$ cat src/hw/flash_card_pkg.sv
// package: register map, field layout and shared types of the flash card block
package flash_card_pkg;
    // register indices; byte address is four times the index
    localparam logic [23:0] CMP_IDX = 24'h3f0056;
    localparam logic [23:0] DATA_IDX = 24'h3f0057;
    localparam logic [23:0] CTRL_IDX = 24'h3f0058;
    localparam logic [23:0] CNT_IDX = 24'h3f0059;
    localparam logic [23:0] PHIGH_IDX = 24'h3f005a;
    localparam logic [23:0] PLOW_IDX = 24'h3f005b;
    localparam logic [23:0] PEXT_IDX = 24'h3f005c;
    localparam logic [23:0] CLR_IDX = 24'h3f005d;
    localparam logic [23:0] RBYTE_IDX = 24'h3f005e;
    localparam logic [23:0] RBIT_IDX = 24'h3f005f;

    localparam int ECC_EN_BIT = 0;
    localparam int IF_EN_BIT = 1;
    localparam int WAIT_LSB = 2;

    localparam logic [7:0] REG_RST = 8'h00;

    // strobe stretch for wait codes 00..11
    localparam logic [3:0] WAIT_C0 = 4'h0;
    localparam logic [3:0] WAIT_C1 = 4'h1;
    localparam logic [3:0] WAIT_C2 = 4'h4;
    localparam logic [3:0] WAIT_C3 = 4'h8;
    // extra strobe cycles so read data clears the pin synchroniser
    localparam logic [3:0] SETTLE_CYC = 4'h2;

    localparam logic [1:0] CLS_NONE = 2'h0;
    localparam logic [1:0] CLS_ONE = 2'h1;
    localparam logic [1:0] CLS_MULTI = 2'h2;

    typedef struct packed {
        logic [7:0] dout;
        logic doe;
        logic wr_strobe_low;
        logic rd_strobe_low;
    } card_drive_t;

    typedef struct packed {
        logic [7:0] ext;
        logic [7:0] high;
        logic [7:0] low;
    } ecc_word_t;

    typedef struct packed {
        logic [7:0] byte_pos;
        logic [2:0] bit_pos;
        logic [1:0] cls;
    } ecc_result_t;

    function automatic logic [31:0] byte_addr(input logic [23:0] idx);
        return {6'h00, idx, 2'b00};
    endfunction
endpackage

$ cat src/hw/flash_card_ecc_strobe.sv
// flash_card_ecc_strobe: APB slave, card strobes and running byte ECC
//
// The APB slave port was chosen for this implementation.
`timescale 1ns/1ps
// Behaviour
// - ECC enable bit set makes every card data access update the ECC.
// - interface enable bit routes data port to card bus with strobes.
// - wait field stretches strobes by 0, 1, 4 or 8 cycles.
// - readable 8-bit counter counts ECC byte operations.
// - byte counter clears when ECC enable is set and on overflow.
// - each card data access with ECC enabled does exactly one byte ECC update.
// - ECC registers follow port accesses only while ECC is enabled.
// - any write to the clear register zeroes all three ECC registers.
// - high result register gives the byte position of a single error.
// - low result bits 2..0 give the bit position of that error.
// - low result bits 4..3: 00 none, 01 single, 1x multiple error.
module flash_card_ecc_strobe (
    input wire logic sys_clk,
    input wire logic arst_n,
    input wire logic psel,
    input wire logic penable,
    input wire logic pwrite,
    input wire logic [31:0] paddr,
    input wire logic [31:0] pwdata,
    output logic [31:0] prdata,
    output logic pready,
    output logic pslverr,
    input wire logic [7:0] card_data_in,
    output flash_card_pkg::card_drive_t card
);
    typedef enum logic [2:0] {
        ST_IDLE,
        ST_STROBE,
        ST_SETTLE,
        ST_RELEASE,
        ST_DONE
    } port_state_t;
    port_state_t state;
    logic [7:0] card_if_control;
    logic [7:0] ecc_byte_counter;
    flash_card_pkg::ecc_word_t parity;
    logic [7:0] ecc_result_byte_pos;
    logic [7:0] ecc_result_bit_info;
    logic [7:0] data_meta;
    logic [7:0] data_sync;
    logic [3:0] cnt;
    logic acc_write;
    logic acc_ecc;
    logic [7:0] acc_byte;
    flash_card_pkg::ecc_word_t next_ecc;
    flash_card_pkg::ecc_result_t cmp_res;
    logic setup;
    logic access;
    logic wr_acc;
    logic sel_data;
    logic sel_ctrl;
    logic sel_cnt;
    logic sel_high;
    logic sel_low;
    logic sel_ext;
    logic sel_clr;
    logic sel_rbyte;
    logic sel_rbit;
    logic sel_cmp;
    logic mapped;
    logic ecc_step;
    function automatic logic [3:0] wait_cycles(input logic [1:0] code);
        case (code)
            2'b00: return flash_card_pkg::WAIT_C0;
            2'b01: return flash_card_pkg::WAIT_C1;
            2'b10: return flash_card_pkg::WAIT_C2;
            default: return flash_card_pkg::WAIT_C3;
        endcase
    endfunction
    function automatic logic hit(input logic [31:0] a,
                                 input logic [23:0] idx);
        return a == flash_card_pkg::byte_addr(idx);
    endfunction
    assign sel_data = hit(paddr, flash_card_pkg::DATA_IDX);
    assign sel_ctrl = hit(paddr, flash_card_pkg::CTRL_IDX);
    assign sel_cnt = hit(paddr, flash_card_pkg::CNT_IDX);
    assign sel_high = hit(paddr, flash_card_pkg::PHIGH_IDX);
    assign sel_low = hit(paddr, flash_card_pkg::PLOW_IDX);
    assign sel_ext = hit(paddr, flash_card_pkg::PEXT_IDX);
    assign sel_clr = hit(paddr, flash_card_pkg::CLR_IDX);
    assign sel_rbyte = hit(paddr, flash_card_pkg::RBYTE_IDX);
    assign sel_rbit = hit(paddr, flash_card_pkg::RBIT_IDX);
    assign sel_cmp = hit(paddr, flash_card_pkg::CMP_IDX);
    assign mapped = sel_data | sel_ctrl | sel_cnt | sel_high | sel_low
                    | sel_ext | sel_clr | sel_rbyte | sel_rbit | sel_cmp;
    assign setup = psel & ~penable;
    // data port holds the bus until the card cycle has finished
    assign pready = psel & penable & (~sel_data | (state == ST_DONE));
    assign access = psel & penable & pready;
    assign wr_acc = access & pwrite;
    assign pslverr = access & ~mapped;
    assign ecc_step = (state == ST_DONE) & acc_ecc;
    ecc_hamming u_ecc (
        .data(acc_byte),
        .addr(ecc_byte_counter),
        .cur(parity),
        .stored(pwdata[23:0]),
        .next_ecc(next_ecc),
        .result(cmp_res)
    );
    // card pins come from another domain: two flops before use
    always_ff @(posedge sys_clk or negedge arst_n) begin
        if (!arst_n) begin
            data_meta <= 8'h00;
            data_sync <= 8'h00;
        end else begin
            data_meta <= card_data_in;
            data_sync <= data_meta;
        end
    end

    // card cycle sequencer; latch, command and chip enable stay software's
    always_ff @(posedge sys_clk or negedge arst_n) begin
        if (!arst_n) begin
            state <= ST_IDLE;
            cnt <= 4'h0;
            acc_write <= 1'b0;
            acc_ecc <= 1'b0;
            acc_byte <= 8'h00;
            card <= '{dout: 8'h00, doe: 1'b0,
                      wr_strobe_low: 1'b1, rd_strobe_low: 1'b1};
        end else begin
            case (state)
                ST_IDLE: begin
                    if (setup && sel_data) begin
                        acc_write <= pwrite;
                        acc_byte <= pwdata[7:0];
                        cnt <= wait_cycles(
                            card_if_control[flash_card_pkg::WAIT_LSB+:2]);
                        // ecc follows data port accesses only while the ECC enable bit is set, bus on or off
                        acc_ecc <= card_if_control[
                            flash_card_pkg::ECC_EN_BIT];
                        if (card_if_control[flash_card_pkg::IF_EN_BIT]) begin
                            state <= ST_STROBE;
                            card.dout <= pwdata[7:0];
                            card.doe <= pwrite;
                            card.wr_strobe_low <= ~pwrite;
                            card.rd_strobe_low <= pwrite;
                        end else begin
                            state <= ST_DONE;
                        end
                    end
                end
                ST_STROBE: begin
                    if (cnt == 4'h0) begin
                        if (acc_write) begin
                            state <= ST_RELEASE;
                            card.wr_strobe_low <= 1'b1;
                        end else begin
                            state <= ST_SETTLE;
                            cnt <= flash_card_pkg::SETTLE_CYC - 4'h1;
                        end
                    end else begin
                        cnt <= cnt - 4'h1;
                    end
                end
                ST_SETTLE: begin
                    if (cnt == 4'h0) begin
                        state <= ST_DONE;
                        acc_byte <= data_sync;
                        card.rd_strobe_low <= 1'b1;
                    end else begin
                        cnt <= cnt - 4'h1;
                    end
                end
                ST_RELEASE: begin
                    // data held one cycle past the write strobe edge
                    state <= ST_DONE;
                    card.doe <= 1'b0;
                end
                ST_DONE: begin
                    if (access) begin
                        state <= ST_IDLE;
                    end
                end
                default: begin
                    state <= ST_IDLE;
                end
            endcase
        end
    end

    always_ff @(posedge sys_clk or negedge arst_n) begin
        if (!arst_n) begin
            card_if_control <= flash_card_pkg::REG_RST;
        end else if (wr_acc && sel_ctrl) begin
            card_if_control <= pwdata[7:0];
        end
    end

    // counter doubles as the byte address inside the 256-byte block
    always_ff @(posedge sys_clk or negedge arst_n) begin
        if (!arst_n) begin
            ecc_byte_counter <= flash_card_pkg::REG_RST;
        end else if (wr_acc && sel_ctrl
                     && pwdata[flash_card_pkg::ECC_EN_BIT]
                     && !card_if_control[flash_card_pkg::ECC_EN_BIT]) begin
            ecc_byte_counter <= 8'h00;
        end else if (wr_acc && sel_cnt) begin
            ecc_byte_counter <= pwdata[7:0];
        end else if (ecc_step) begin
            // wrap past 8'hff is the overflow clear
            ecc_byte_counter <= ecc_byte_counter + 8'h01;
        end
    end

    always_ff @(posedge sys_clk or negedge arst_n) begin
        if (!arst_n) begin
            parity <= '0;
        end else if (wr_acc && sel_clr) begin
            parity <= '0;
        end else if (ecc_step) begin
            parity <= next_ecc;
        end else if (wr_acc) begin
            if (sel_high) begin
                parity.high <= pwdata[7:0];
            end
            if (sel_low) begin
                parity.low <= pwdata[7:0];
            end
            if (sel_ext) begin
                parity.ext <= pwdata[7:0];
            end
        end
    end
    // compare: stored ECC is written as {ext, high, low} in one word
    always_ff @(posedge sys_clk or negedge arst_n) begin
        if (!arst_n) begin
            ecc_result_byte_pos <= flash_card_pkg::REG_RST;
            ecc_result_bit_info <= flash_card_pkg::REG_RST;
        end else if (wr_acc && sel_cmp) begin
            ecc_result_byte_pos <= cmp_res.byte_pos;
            ecc_result_bit_info <= {3'b000, cmp_res.cls,
                                    cmp_res.bit_pos};
        end else if (wr_acc) begin
            if (sel_rbyte) begin
                ecc_result_byte_pos <= pwdata[7:0];
            end
            if (sel_rbit) begin
                ecc_result_bit_info <= pwdata[7:0];
            end
        end
    end
    // register reads sampled in setup; data port read filled at capture
    always_ff @(posedge sys_clk or negedge arst_n) begin
        if (!arst_n) begin
            prdata <= 32'h0000_0000;
        end else if (state == ST_SETTLE && cnt == 4'h0) begin
            prdata <= {24'h00_0000, data_sync};
        end else if (setup) begin
            prdata <= 32'h0000_0000;
            if (sel_ctrl) begin
                prdata[7:0] <= card_if_control;
            end
            if (sel_cnt) begin
                prdata[7:0] <= ecc_byte_counter;
            end
            if (sel_high) begin
                prdata[7:0] <= parity.high;
            end
            if (sel_low) begin
                prdata[7:0] <= parity.low;
            end
            if (sel_ext) begin
                prdata[7:0] <= parity.ext;
            end
            if (sel_rbyte) begin
                prdata[7:0] <= ecc_result_byte_pos;
            end
            if (sel_rbit) begin
                prdata[7:0] <= ecc_result_bit_info;
            end
        end
    end
    // helper: length of the current strobe low time
    logic [4:0] low_len;
    logic [3:0] wait_q;
    always_ff @(posedge sys_clk or negedge arst_n) begin
        if (!arst_n) begin
            low_len <= 5'h00;
            wait_q <= 4'h0;
        end else begin
            if (setup && sel_data) begin
                wait_q <= wait_cycles(
                    card_if_control[flash_card_pkg::WAIT_LSB+:2]);
            end
            if (!card.wr_strobe_low || !card.rd_strobe_low) begin
                low_len <= low_len + 5'h01;
            end else begin
                low_len <= 5'h00;
            end
        end
    end

    wr_strobe_len_a: assert property (
        @(posedge sys_clk) disable iff (!arst_n)
        $rose(card.wr_strobe_low) |->
            low_len == {1'b0, wait_q} + 5'h01)
        else $error("write strobe length does not match wait code");
    rd_strobe_len_a: assert property (
        @(posedge sys_clk) disable iff (!arst_n)
        $rose(card.rd_strobe_low) |->
            low_len == {1'b0, wait_q} + 5'h01 + {1'b0,
                flash_card_pkg::SETTLE_CYC})
        else $error("read strobe length does not match wait code");
    strobe_on_access_a: assert property (
        @(posedge sys_clk) disable iff (!arst_n)
        (state == ST_IDLE && setup && sel_data
            && card_if_control[flash_card_pkg::IF_EN_BIT])
        |=> (card.wr_strobe_low != card.rd_strobe_low)
            && (card.doe == !card.wr_strobe_low))
        else $error("card access gave no single strobe");
    no_strobe_off_a: assert property (
        @(posedge sys_clk) disable iff (!arst_n)
        (state == ST_IDLE && setup && sel_data
            && !card_if_control[flash_card_pkg::IF_EN_BIT])
        |=> (card.wr_strobe_low && card.rd_strobe_low
            && !card.doe)[*2])
        else $error("strobe while interface disabled");
    ecc_one_step_a: assert property (
        @(posedge sys_clk) disable iff (!arst_n)
        (state == ST_DONE && access && acc_ecc)
        |=> ecc_byte_counter == $past(ecc_byte_counter) + 8'h01
            ##1 $stable(ecc_byte_counter))
        else $error("data access did not do exactly one ECC step");
    ecc_idle_a: assert property (
        @(posedge sys_clk) disable iff (!arst_n)
        (state == ST_DONE && !acc_ecc)
        |=> $stable(parity) && $stable(ecc_byte_counter))
        else $error("ECC moved while disabled");
    cnt_clear_a: assert property (
        @(posedge sys_clk) disable iff (!arst_n)
        (wr_acc && sel_ctrl && pwdata[0] && !card_if_control[0])
        |=> ecc_byte_counter == 8'h00)
        else $error("byte counter not cleared on ECC enable");
    ecc_clear_a: assert property (
        @(posedge sys_clk) disable iff (!arst_n)
        (wr_acc && sel_clr) |=> parity == 24'h00_0000)
        else $error("ECC registers not cleared");
    single_error_a: assert property (
        @(posedge sys_clk) disable iff (!arst_n)
        (wr_acc && sel_cmp && (pwdata[23:0] ^ parity) == 24'h54_5555)
        |=> ecc_result_byte_pos == 8'h00
            && ecc_result_bit_info == 8'h08)
        else $error("byte 0 bit 0 error not located");
    no_error_a: assert property (
        @(posedge sys_clk) disable iff (!arst_n)
        (wr_acc && sel_cmp && pwdata[23:0] == parity)
        |=> ecc_result_bit_info[4:3] == 2'b00)
        else $error("clean compare reported an error");
    last_byte_a: assert property (
        @(posedge sys_clk) disable iff (!arst_n)
        (wr_acc && sel_cmp && (pwdata[23:0] ^ parity) == 24'ha8_aaaa)
        |=> ecc_result_byte_pos == 8'hff
            && ecc_result_bit_info == 8'h0f)
        else $error("byte 255 bit 7 error not located");
endmodule

$ cat src/hw/ecc_hamming.sv
// ecc_hamming: one-byte line/column parity update and syndrome decode
`timescale 1ns/1ps
module ecc_hamming (
    input wire logic [7:0] data,
    input wire logic [7:0] addr,
    input wire flash_card_pkg::ecc_word_t cur,
    input wire flash_card_pkg::ecc_word_t stored,
    output flash_card_pkg::ecc_word_t next_ecc,
    output flash_card_pkg::ecc_result_t result
);
    logic [15:0] lp;
    logic [5:0] cp;
    logic [15:0] slp;
    logic [5:0] scp;
    logic pairs_ok;

    // line parity pairs per address bit, column parity pairs per bit index
    always_comb begin
        lp = {cur.high, cur.low};
        cp = cur.ext[7:2];
        if (^data) begin
            for (int i = 0; i < 8; i++) begin
                if (addr[i]) begin
                    lp[2*i+1] = ~lp[2*i+1];
                end else begin
                    lp[2*i] = ~lp[2*i];
                end
            end
        end
        cp[0] = cp[0] ^ data[0] ^ data[2] ^ data[4] ^ data[6];
        cp[1] = cp[1] ^ data[1] ^ data[3] ^ data[5] ^ data[7];
        cp[2] = cp[2] ^ data[0] ^ data[1] ^ data[4] ^ data[5];
        cp[3] = cp[3] ^ data[2] ^ data[3] ^ data[6] ^ data[7];
        cp[4] = cp[4] ^ (^data[3:0]);
        cp[5] = cp[5] ^ (^data[7:4]);
        next_ecc = {cp, 2'b00, lp};
    end

    // every pair split means one flipped data bit; odd members locate it
    always_comb begin
        slp = {stored.high, stored.low} ^ {cur.high, cur.low};
        scp = stored.ext[7:2] ^ cur.ext[7:2];
        pairs_ok = 1'b1;
        result = '0;
        for (int i = 0; i < 8; i++) begin
            pairs_ok = pairs_ok & (slp[2*i] ^ slp[2*i+1]);
        end
        for (int j = 0; j < 3; j++) begin
            pairs_ok = pairs_ok & (scp[2*j] ^ scp[2*j+1]);
        end
        if ({slp, scp} == 22'h0) begin
            result.cls = flash_card_pkg::CLS_NONE;
        end else if (pairs_ok) begin
            result.cls = flash_card_pkg::CLS_ONE;
            for (int i = 0; i < 8; i++) begin
                result.byte_pos[i] = slp[2*i+1];
            end
            for (int j = 0; j < 3; j++) begin
                result.bit_pos[j] = scp[2*j+1];
            end
        end else begin
            result.cls = flash_card_pkg::CLS_MULTI;
        end
    end
endmodule

$ cat config.mk
export PLATFORM = sky130hd
export DESIGN_NAME = flash_card_ecc_strobe
export DESIGN_NICKNAME = d
export VERILOG_FILES = /design/src/hw/flash_card_pkg.sv /design/src/hw/flash_card_ecc_strobe.sv /design/src/hw/ecc_hamming.sv
export SDC_FILE = /design/constraint.sdc
export NUM_CORES = 1
export LEC_CHECK = 0
export BUFFER_PORTS_ARGS = -buffer_cell sky130_fd_sc_hd__buf_2
export CORE_MARGIN = 1.5
export CORE_UTILIZATION = 55
export DETAILED_ROUTE_END_ITERATION = 16
export PLACE_DENSITY = 0.79
export SKIP_LAST_GASP = 1
export SLEW_MARGIN = 5
export SYNTH_ARGS = -nofsm -noshare
export SYNTH_HDL_FRONTEND = slang
export SYNTH_SLANG_ARGS = --single-unit
$ cat constraint.sdc
create_clock -name sys_clk -period 9.6 [get_ports sys_clk]
set_clock_uncertainty 0.1 [all_clocks]
set_input_delay 2.88 -clock sys_clk [delete_from_list [all_inputs] [get_ports sys_clk]]
set_output_delay 2.88 -clock sys_clk [all_outputs]
set_load 0.01 [all_outputs]
After elaboration in Yosys (flattened, before gate mapping). Cells that the tools add are included.

Bits in registers: 132. Input bits: 77. Output and inout bits: 45. Logic and storage cells: 279.

Add/sub/neg operators: 2. Equality and inequality tests: 41. Muxes and demuxes: 69. Bitwise gates (word level): 78. Reductions and logical operators: 56.

Operators by type and width (number): 32-bit by 24-bit equality test with 1-bit output (second input constant) (10); 8-bit 2-to-1 mux (21); 4-bit AND reduction (19); 24-bit 2-to-1 mux (3); 32-bit 2-to-1 mux (2); 3-bit by 2-bit != test with 1-bit output (second input constant) (16); 1-bit XOR (29); 4-bit case mux with 3 select lines (2); 22-bit logical NOT (1); 11-bit 2-to-1 mux (2); 3-bit 2-to-1 mux (7); 1-bit 2-to-1 mux (20); 1-bit inverter (20); 3-bit nonzero test (6); 1-bit AND (17); 16-bit 2-to-1 mux (1); 4-bit 2-to-1 mux (4); 8-bit case mux with 2 select lines (1); 16-bit XOR (1); 3-bit case mux with 5 select lines (1); 2-bit nonzero test (7); 2-bit != test (second input constant) (6); 1-bit bitwise OR (10); 3-bit AND reduction (3); 22 further kinds (37).

Longest topological paths before layout. Gate-level depths: netlist of run 1.

Depth after elaboration: 15. Depth in mapped cells: 10. Mapped depth without buffers: 9.

Cells and area by module. From an unflattened synthesis of run 1, not the netlist that was laid out.

Cells, all modules: 696. Area total of the unflattened synthesis: 7088.0 um^2.

By module, submodules not included: flash_card_ecc_strobe (times used 1, cells each 568, area each 6058.3 um^2, seq. area each 2705.1 um^2); ecc_hamming (times used 1, cells each 128, area each 1029.7 um^2, seq. area each 0.0 um^2).

Worst setup path before layout of run 1. No wires, ideal clock.

Kind: input -> output. Start: input port paddr[25]. End: output port pready. Data arrival time: 4149 ps. Data required time: 6620 ps. Slack: 2471 ps. Stages: 4. Buffers on the path: 0. Cell sequence: or4b_2 nor4_2 and2_1 a21oi_1.

Word-level cells in the longest chain between the ends: 4.

Ends and longest elaborated chain: from (decl) (RTL line flash_card_ecc_strobe.sv:23) `input wire logic [31:0] paddr,`; 32-bit by 24-bit equality test with 1-bit output (RTL line flash_card_ecc_strobe.sv:77) `return a == flash_card_pkg::byte_addr(idx);`; 1-bit inverter (RTL line flash_card_ecc_strobe.sv:93) `assign pready = psel & penable & (~sel_data | (state == ST_DONE));`; 1-bit bitwise OR (RTL line flash_card_ecc_strobe.sv:93); 1-bit AND (RTL line flash_card_ecc_strobe.sv:93); to (decl) (RTL line flash_card_ecc_strobe.sv:26) `output logic pready,`.

Every way passes these cells.

Worst setup path in the final report of run 1. Same ends and word-level chain as after synthesis.

==> metrics.csv, run 1 <==
metric;value;unit
Pleak;3.39;nW
routed vias;5856;
number of vias per cell;6.22;
number of port buffers;87;
Die X;115;um
status;finished clean;
first-pass GRT wire length;30200;um
detailed placement HPWL;13800;um
share of cells above drive strength 1;0.199;
Main synth FF type;dfrtp_1;
GRT Residual Overflow;0;
unrepaired setup endpoints after global routing;no;
vias in the first global route;5674;
startpoint types;input port;
CP delay by family, top;simple AND/OR/NAND/NOR gates;
hold worst-path end;data_sync[3];
worst-case clock buffer depth;2;
# rows;40;
Slew HR;0.0784;
TritonCTS clock tree;done;
Reg2Reg Depth;6;
placed cell count;925;
CP cell instances;buf_2 -> or4b_2 -> nor4_2 -> and2_1 -> a21oi_1 -> buf_2;
Seq cells post-synth;108;
number of nets in the layout;859;
CTS H-tree lvls;3;
# clock sinks;108;
n_diodes;0;
First-pass DRT Iterations;5;
clk root buf;clkbuf_16;
post-route setup TNS;0;ps
CP bufs+invs;2;
Post-synth ARST share;1.00;
Worst-Margin Slew;1380;ps
Power Density;119;nW/um2
final hold vios;0;
kind of end point of the critical path;output port;
R2R Setup Slk;6760;ps
largest stage delay on the critical path;710;ps
Slew Viols, Final;0;
gpl congestion;0.907;
post_cts resized;0;
CP Data Required Time;6620;ps
top cell type by total area after synthesis;dfrtp_1;
clock-pin transition on the worst setup and hold timing paths;80;ps
Synth top area share;0.387;
Worst Hold Launch;data_meta[3];
Setup Buffers After CTS;0;
Top Ports;122;
WL/cell;20.1;um
Initial Util;0.568;
Post-synth EDFFs;0;
Final setup viols;0;
GRT Total Usage;0.302;
slowest stage cell, crit path;or4b_2;
Yosys warning total;0;
CP max FO;2;
Final Critical Period;7460;ps
register area share after synthesis;0.395;
non-filler cells, final;941;
worst reg2reg endpoint;parity[15];
drc violations;0;
Layout area overhead;10.0;%
initial antenna violation count;0;
DIE HEIGHT;115;um
DIE AREA;13100;um2
Critical Path Most Common Cell;buf_2;
Synth Cell Area;6850;um2
Max Cap Violations;0;
core area;12100;um2
Hold WC Path Type;flip-flop to flip-flop;
1st-iter DRT viols;449;
hold bufs inserted after CTS;0;
launch point of the worst reg-to-reg path;acc_byte[2];
Synth cell types;76;
Total Routed Length;18900;um
fin crit share;0.777;
WS Path Type;input port to output port;
clock latency on the worst-skew pair;360;ps
total CTS buffers;9;
DRT antenna net count;0;
Post-Syn Instances;710;
syn avg cell area;9.65;um2
maximum vdd drop;86.9;uV
Worst Hold Path Cells;0;
synth top area cells;dfrtp_1 39%, xnor2_1 5.5%, mux2i_1 4.5%, nand2_1 3.5%, a21oi_1 3.1%;
crit path DAT;4480;ps
f_max;0.134;GHz
largest net degree at the start of global routing;76;
## metal layers
metal  GRT usage  wire length (um)
met1       0.391              7570
met3      0.0572              1610
met5           0                 0
met2       0.489              8920
met4       0.145               818
## registers in the layout, indices dropped and copies added, names as in the netlist
name / cells
acc_byte: 8
acc_ecc: 1
acc_write: 1
card: 11
card_if_control: 8
cnt: 4
data_meta: 8
data_sync: 8
ecc_byte_counter: 8
ecc_result_bit_info: 8
ecc_result_byte_pos: 8
parity: 24
prdata: 8
state: 3
## worst max-delay path by stage
stage | cells after the start | slack (ps) | endpoint | start
final | 6 | 2140 | pready | paddr[25]
after global routing | 6 | 2020 | pready | paddr[25]
after CTS | 6 | 2160 | pready | paddr[25]
after detailed placement | 6 | 2160 | pready | paddr[25]
after global placement | 6 | 2170 | pready | paddr[25]
after floorplan | 4 | 2470 | pready | paddr[25]
## through the flow
stage / hold WS, ps / utilization / cell area (um2) / worst slack, ps / total power, mW
3_5_place_dp: 235 / 0.601 / 7250 / 2160 / 0.550
5_1_grt: 252 / 0.625 / 7540 / 2020 / 0.936
3_3_place_gp: 237 / 0.601 / 7250 / 2170 / 0.547
2_1_floorplan: 231 / - / 6940 / 2470 / 0.517
4_1_cts: 249 / 0.625 / 7530 / 2160 / 0.903
6_report: 246 / 0.625 / 7540 / 2140 / 0.901
## final cells by class
| cell class | count | area (um2) |
|---|---|---|
| Clock buffer | 9 | 225 |
| Clock inverter | 7 | 61.3 |
| Fill cell | 980 | 4520 |
| Inverter | 20 | 75.1 |
| Multi-Input combinational cell | 538 | 3800 |
| Sequential cell | 108 | 2710 |
| Tap cell | 168 | 210 |
| Timing Repair Buffer | 91 | 468 |
## cell usage after synthesis (4+ instances only)
library cell and number:
dfrtp_1 106, nand2_1 63, nor2_1 47, xnor2_1 43, a21oi_1 42, o21ai_0 38, mux2i_1 31, clkbuf_1 30
buf_4 27, inv_1 20, a22oi_1 16, ha_1 14, o31ai_1 14, nand2b_1 13, nand3_1 13, mux2_2 12
nand4_1 12, o31a_1 12, nor3_1 10, mux2_1 8, mux4_2 8, buf_2 7, o22ai_1 7, xor2_1 7
a31oi_1 6, nor4_1 6, o21bai_1 6, and2_1 5, and3_1 5, a221o_1 4, a221oi_1 4, nor3b_1 4
o2bb2ai_1 4
## where the power goes
part	total (mW)	switching (mW)	leakage, nW	internal (mW)
logic	0.0800	0.0516	1.87	0.0284
registers	0.462	0.00330	1.37	0.458
clock network	0.359	0.179	0.143	0.180
## kinds of logic after synthesis
kind of cell             Yosys count  synth area share
AND/OR/NAND/NOR                  221             0.182
AO/OA/AOI/OAI                    170             0.164
flip-flops                       108             0.395
buffers and inverters             87            0.0648
multiplexers                      59             0.104
XOR/XNOR                          50            0.0639
adder cells (fa/ha/maj)           14            0.0256
other                              1          0.000547
## layout by cell type, fill, tap and decap left out, types with 5 or more instances in the layout
cell type,instances
a21oi_1,42
a22oi_1,16
a31oi_1,5
and2_1,5
and3_1,5
buf_2,86
buf_4,5
clkbuf_16,9
conb_1,24
dfrtp_1,106
ha_1,14
inv_1,20
mux2_1,8
mux2_2,12
mux2i_1,31
mux4_2,8
nand2_1,63
nand2b_1,13
nand3_1,13
nand4_1,12
nor2_1,47
nor3_1,10
nor4_1,6
o21ai_0,38
o21bai_1,6
o22ai_1,7
o31a_1,12
o31ai_1,14
xnor2_1,43
xor2_1,7
No activity file was read; power rests on OpenSTA's default activity.
==> run 2: changes to the inputs <==
--- a/config.mk
+++ b/config.mk
@@ -5,11 +5,12 @@
 export SDC_FILE = /design/constraint.sdc
 export NUM_CORES = 1
 export LEC_CHECK = 0
+export ABC_AREA = 1
 export BUFFER_PORTS_ARGS = -buffer_cell sky130_fd_sc_hd__buf_2
 export CORE_MARGIN = 1.5
 export CORE_UTILIZATION = 55
 export DETAILED_ROUTE_END_ITERATION = 16
-export PLACE_DENSITY = 0.79
+export PLACE_DENSITY = 0.78
 export SKIP_LAST_GASP = 1
 export SLEW_MARGIN = 5
 export SYNTH_ARGS = -nofsm -noshare
==> constraint.sdc (replaced) <==
create_clock -name sys_clk -period 7.3 [get_ports sys_clk]
set_clock_uncertainty 0.1 [all_clocks]
set_input_delay 2.19 -clock sys_clk [delete_from_list [all_inputs] [get_ports sys_clk]]
set_output_delay 2.19 -clock sys_clk [all_outputs]
set_load 0.01 [all_outputs]
==> metrics.csv, run 2 <==
metric;value;unit
vias in the first global route;6597;
1st-iter DRT viols;815;
GRT Residual Overflow;0;
drc violations;0;
core area;12800;um2
post-route setup TNS;0;ps
share of cells above drive strength 1;0.134;
WL/cell;16.1;um
Seq cells post-synth;108;
simple-gate share of the synthesized area;0.322;
clock latency on the worst-skew pair;380;ps
Synth Cell Area;7260;um2
top cell type by total area after synthesis;dfrtp_1;
Power Density;167;nW/um2
n_diodes;0;
initial antenna violation count;0;
# clock sinks;108;
most instantiated cells after synthesis;303 x nand2_1, 117 x inv_1, 106 x dfrtp_1, 86 x nor2_1, 85 x o21ai_0;
Synth Area in Compound Gates;0.112;
number of port buffers;87;
syn avg cell area;7.12;um2
non-filler cells, final;1269;
Die X;118;um
Final setup viols;0;
Filler cells;1170;
status;finished clean;
slowest stage cell, crit path;nor2_2;
clk root buf;clkbuf_16;
detailed placement HPWL;15100;um
Main synth FF type;dfrtp_1;
xor-xnor portion of the synthesized cell area;0.0572;
final hold vios;0;
f_max;0.161;GHz
Final Critical Period;6220;ps
WS Path Type;input port to output port;
area of the multi-input gates;3850;um2
count leader, synth;nand2_1;
mux contribution to synthesized area;0.00155;
register area share after synthesis;0.372;
Setup Buffers After CTS;0;
total CTS buffers;9;
gpl congestion;0.980;
DRT antenna net count;0;
# rows;41;
synth top area cells;dfrtp_1 37%, nand2_1 16%, inv_1 6.0%, o21ai_0 5.9%, nand3_1 5.8%;
Synth cell types;46;
First-pass DRT Iterations;5;
Critical Path Most Common Cell;nand2_1;
clock-pin transition on the worst setup and hold timing paths;80;ps
crit path DAT;3930;ps
CTS H-tree lvls;3;
first-pass GRT wire length;33300;um
Initial Util;0.569;
Post-Syn Instances;1020;
maximum vdd drop;116;uV
kind of end point of the critical path;output port;
post_cts resized;0;
Total Routed Length;20400;um
placed cell count;1253;
Hold WC Path Type;flip-flop to flip-flop;
worst-case clock buffer depth;2;
Synth top area share;0.365;
Pleak;4.20;nW
Synth Area in Adders;0.0241;
Post-synth EDFFs;0;
largest stage delay on the critical path;510;ps
DIE AREA;13900;um2
largest net degree at the start of global routing;64;
Min Hold Slack;244;ps
number of vias per cell;5.48;
routed vias;6954;
hold bufs inserted after CTS;0;
commonest non-fill, non-tap cells in the layout;303 x nand2_1, 117 x inv_1, 106 x dfrtp_1;
CP cell instances;buf_2 -> nand2_1 -> nor2_2 -> nand2_1 -> nor2_4 -> nand3_4 -> nand2_1 -> nor4_1 -> buf_2;
number of nets in the layout;1183;
Max Cap Violations;0;
Regs by FF count;parity (24), card (11);
Top Ports;122;
CP max FO;14;
TritonCTS clock tree;done;
Layout area overhead;10.2;%
Yosys warning total;0;
Worst-Margin Slew;1150;ps
Biggest register;parity;
CP Data Required Time;5010;ps
most common cell after layout, fill and taps aside;nand2_1;
fin crit share;0.852;
startpoint types;input port;
Post-synth ARST share;1.00;
unrepaired setup endpoints after global routing;no;
DIE HEIGHT;118;um
Slew HR;0.233;
register area;2710;um2
GRT Total Usage;0.306;
Largest register FFs;24;
largest family of logic cells by synthesized area;simple AND/OR/NAND/NOR gates;
Slew Viols, Final;0;
==> run 2: final cells by class <==
type,instances,area share
Multi-Input combinational cell,758,0.481
Sequential cell,108,0.338
Inverter,126,0.0591
Timing Repair Buffer,89,0.0566
Clock buffer,9,0.0281
Tap cell,172,0.0269
Clock inverter,7,0.0111
==> run 2: kinds of logic (layout without fill, tap and decap cells) <==
kind of cell,Yosys count,in the layout
simple gates,531,531
buf+inv,177,231
compound gates,143,143
flops,108,108
xor+xnor,45,45
fa+ha+maj,14,14
other cells,1,24
mux,1,1
==> run 2: metal layers <==
metal | routed length, um | up-vias | share of wire | global-route usage
met4 | 768 | 0 | 0.038 | 0.144
met3 | 1730 | 61 | 0.085 | 0.0698
met1 | 8740 | 3180 | 0.43 | 0.407
met2 | 9150 | 338 | 0.45 | 0.473
met5 | 0 | - | 0 | 0
li1 | - | 3375 | - | -
==> run 2: worst paths after layout <==
kind                         startpoint                endpoint  slack (ps)  cells past startpoint
hold reg to reg            data_meta[2]            data_sync[2]         240                      0
setup / recovery               paddr[2]                 pslverr        1080                      9
setup reg to reg               state[0]               parity[5]        4010                     10
max in group asynchronous        arst_n  ecc_result_byte_pos[0]        4150                      2
min in group asynchronous        arst_n                 card[6]        1720                      1
hold / removal             data_meta[2]            data_sync[2]         240                      0
==> run 2: where the power goes <==
part	switching, mW	internal [mW]
sequential	0.0127	0.610
clock	0.269	0.247
combinational	0.137	0.0646
==> run 2: critical path, delay by kind of cell <==
kind	cells	cell delay, ps
simple gates	7	1320
buf+inv	2	410
==> run 2: metrics by stage <==
stage          cell area [um2]  setup slack (ps)   util  total power, mW
2_1_floorplan             7350              1770      -            0.764
3_5_place_dp              7690              1100  0.602            0.829
4_1_cts                   8010              1110  0.627             1.34
5_1_grt                   8010               947  0.627             1.39
6_report                  8010              1080  0.627             1.34
3_3_place_gp              7690              1130  0.602            0.828
==> run 3: changes to the inputs <==
--- a/config.mk
+++ b/config.mk
@@ -8,9 +8,10 @@
 export ABC_AREA = 1
 export BUFFER_PORTS_ARGS = -buffer_cell sky130_fd_sc_hd__buf_2
 export CORE_MARGIN = 1.5
-export CORE_UTILIZATION = 55
+export CORE_UTILIZATION = 30
 export DETAILED_ROUTE_END_ITERATION = 16
-export PLACE_DENSITY = 0.78
+export GPL_TIMING_DRIVEN = 0
+export REMOVE_ABC_BUFFERS = 1
 export SKIP_LAST_GASP = 1
 export SLEW_MARGIN = 5
 export SYNTH_ARGS = -nofsm -noshare
==> metrics.csv, run 3 (synthesis gave the netlist of run 2 again) <==
metric;value;unit
register area;2710;um2
gpl congestion;0.916;
clock-pin transition on the worst setup and hold timing paths;70;ps
Worst Hold Path Cells;0;
Pleak;4.20;nW
First-pass DRT Iterations;5;
# clock sinks;108;
Regs by FF count;parity (24), card (11);
WL/cell;15.9;um
TritonCTS clock tree;done;
clk root buf;clkbuf_16;
Total Routed Length;22500;um
Slew HR;0.253;
startpoint types;input port;
Setup Buffers After CTS;0;
DRT antenna net count;0;
1st-iter DRT viols;545;
Hold WC Path Type;flip-flop to flip-flop;
core area;23600;um2
Final setup viols;0;
post-route cell area;8210;um2
Slew Viols, Final;0;
area of the multi-input gates;3850;um2
# rows;56;
vias in the first global route;6146;
most common cell after layout, fill and taps aside;nand2_1;
hold worst-path end;data_sync[0];
routed vias;6749;
drc violations;0;
f_max;0.160;GHz
Initial Util;0.308;
maximum vdd drop;106;uV
number of nets in the layout;1182;
area post-placement;7900;um2
worst reg2reg endpoint;parity[11];
launch point of the worst reg-to-reg path;state[0];
fin util;0.347;
DIE AREA;25200;um2
CTS H-tree lvls;3;
initial antenna violation count;0;
Top Ports;122;
kind of end point of the critical path;output port;
Reg2Reg Depth;12;
n_diodes;0;
DIE HEIGHT;159;um
CP Data Required Time;5010;ps
unrepaired setup endpoints after global routing;no;
GRT Total Usage;0.185;
Largest register FFs;24;
clock latency on the worst-skew pair;360;ps
Filler cells;2567;
GRT Residual Overflow;0;
worst-case clock buffer depth;2;
WS Path Type;input port to output port;
crit path DAT;3970;ps
Worst-Margin Slew;1120;ps
post_cts resized;0;
Biggest register;parity;
number of port buffers;87;
Min Hold Slack;250;ps
Layout area overhead;13.0;%
share of cells above drive strength 1;0.132;
commonest non-fill, non-tap cells in the layout;303 x nand2_1, 117 x inv_1, 106 x dfrtp_1;
final hold vios;0;
number of vias per cell;4.77;
Worst Hold Launch;data_meta[0];
detailed placement HPWL;16900;um
total CTS buffers;9;
first-pass GRT wire length;34800;um
CP max FO;14;
Final Critical Period;6260;ps
status;finished clean;
R2R Setup Slk;4060;ps
post-route setup TNS;0;ps
Die X;159;um
hold bufs inserted after CTS;0;
largest net degree at the start of global routing;71;
Power Density;164;nW/um2
fin crit share;0.857;
Max Cap Violations;0;
-- run 3: cell types whose count changed in the layout (fill, tap and decap cells not counted), sizes merged --
cell    delta
clkinv     -3
bufinv     +1
clkbuf     +3
buf        -1
inv        -2
-- run 3: worst max-delay path by stage --
stage                   from      end  slack [ps]  cells past startpoint
global route        paddr[2]  pslverr         860                      9
detailed placement  paddr[2]  pslverr        1070                      9
finish              paddr[2]  pslverr        1040                      9
floorplan           paddr[0]  pslverr        1760                      8
global placement    paddr[2]  pslverr        1100                      9
CTS                 paddr[2]  pslverr        1070                      9
-- run 3: worst max-delay path: stages --
cell and delay (ps):
buf_2 260, nand2_1 110, nor2_2 520, nand2_1 190, nor2_4 180, nand3_4 130
nand2_1 140, nor4_1 100, buf_2 150
-- run 3: layout make-up --
| cell class | instances | area share |
|---|---|---|
| multi-input combinational | 758 | 0.469 |
| timing repair buffer | 88 | 0.0572 |
| clock inverter | 3 | 0.00534 |
| tap | 319 | 0.0486 |
| sequential | 108 | 0.330 |
| clock buffer | 12 | 0.0325 |
| inverter | 126 | 0.0576 |
-- run 3: report_power, final --
| group | switching (mW) | internal, mW |
|---|---|---|
| clock network | 0.226 | 0.293 |
| logic | 0.139 | 0.0661 |
| registers | 0.0122 | 0.610 |
| total | 0.377 | 0.970 |
-- run 3: routing by layer --
layer / vias to the layer above / part of all wire / track usage
met5: - / 0 / 0
met4: 0 / 0.020 / 0.0516
met3: 30 / 0.088 / 0.0444
met2: 254 / 0.43 / 0.281
met1: 3089 / 0.46 / 0.259
li1: 3376 / - / -
-- run 3: through the flow --
step / total power, mW / std cells / setup WS [ps]
final: 1.35 / 1414 / 1040
after global placement: 0.833 / 1398 / 1100
after global routing: 1.41 / 1414 / 858
after detailed placement: 0.837 / 1399 / 1070
after CTS: 1.36 / 1414 / 1070
after floorplan: 0.753 / 992 / 1760
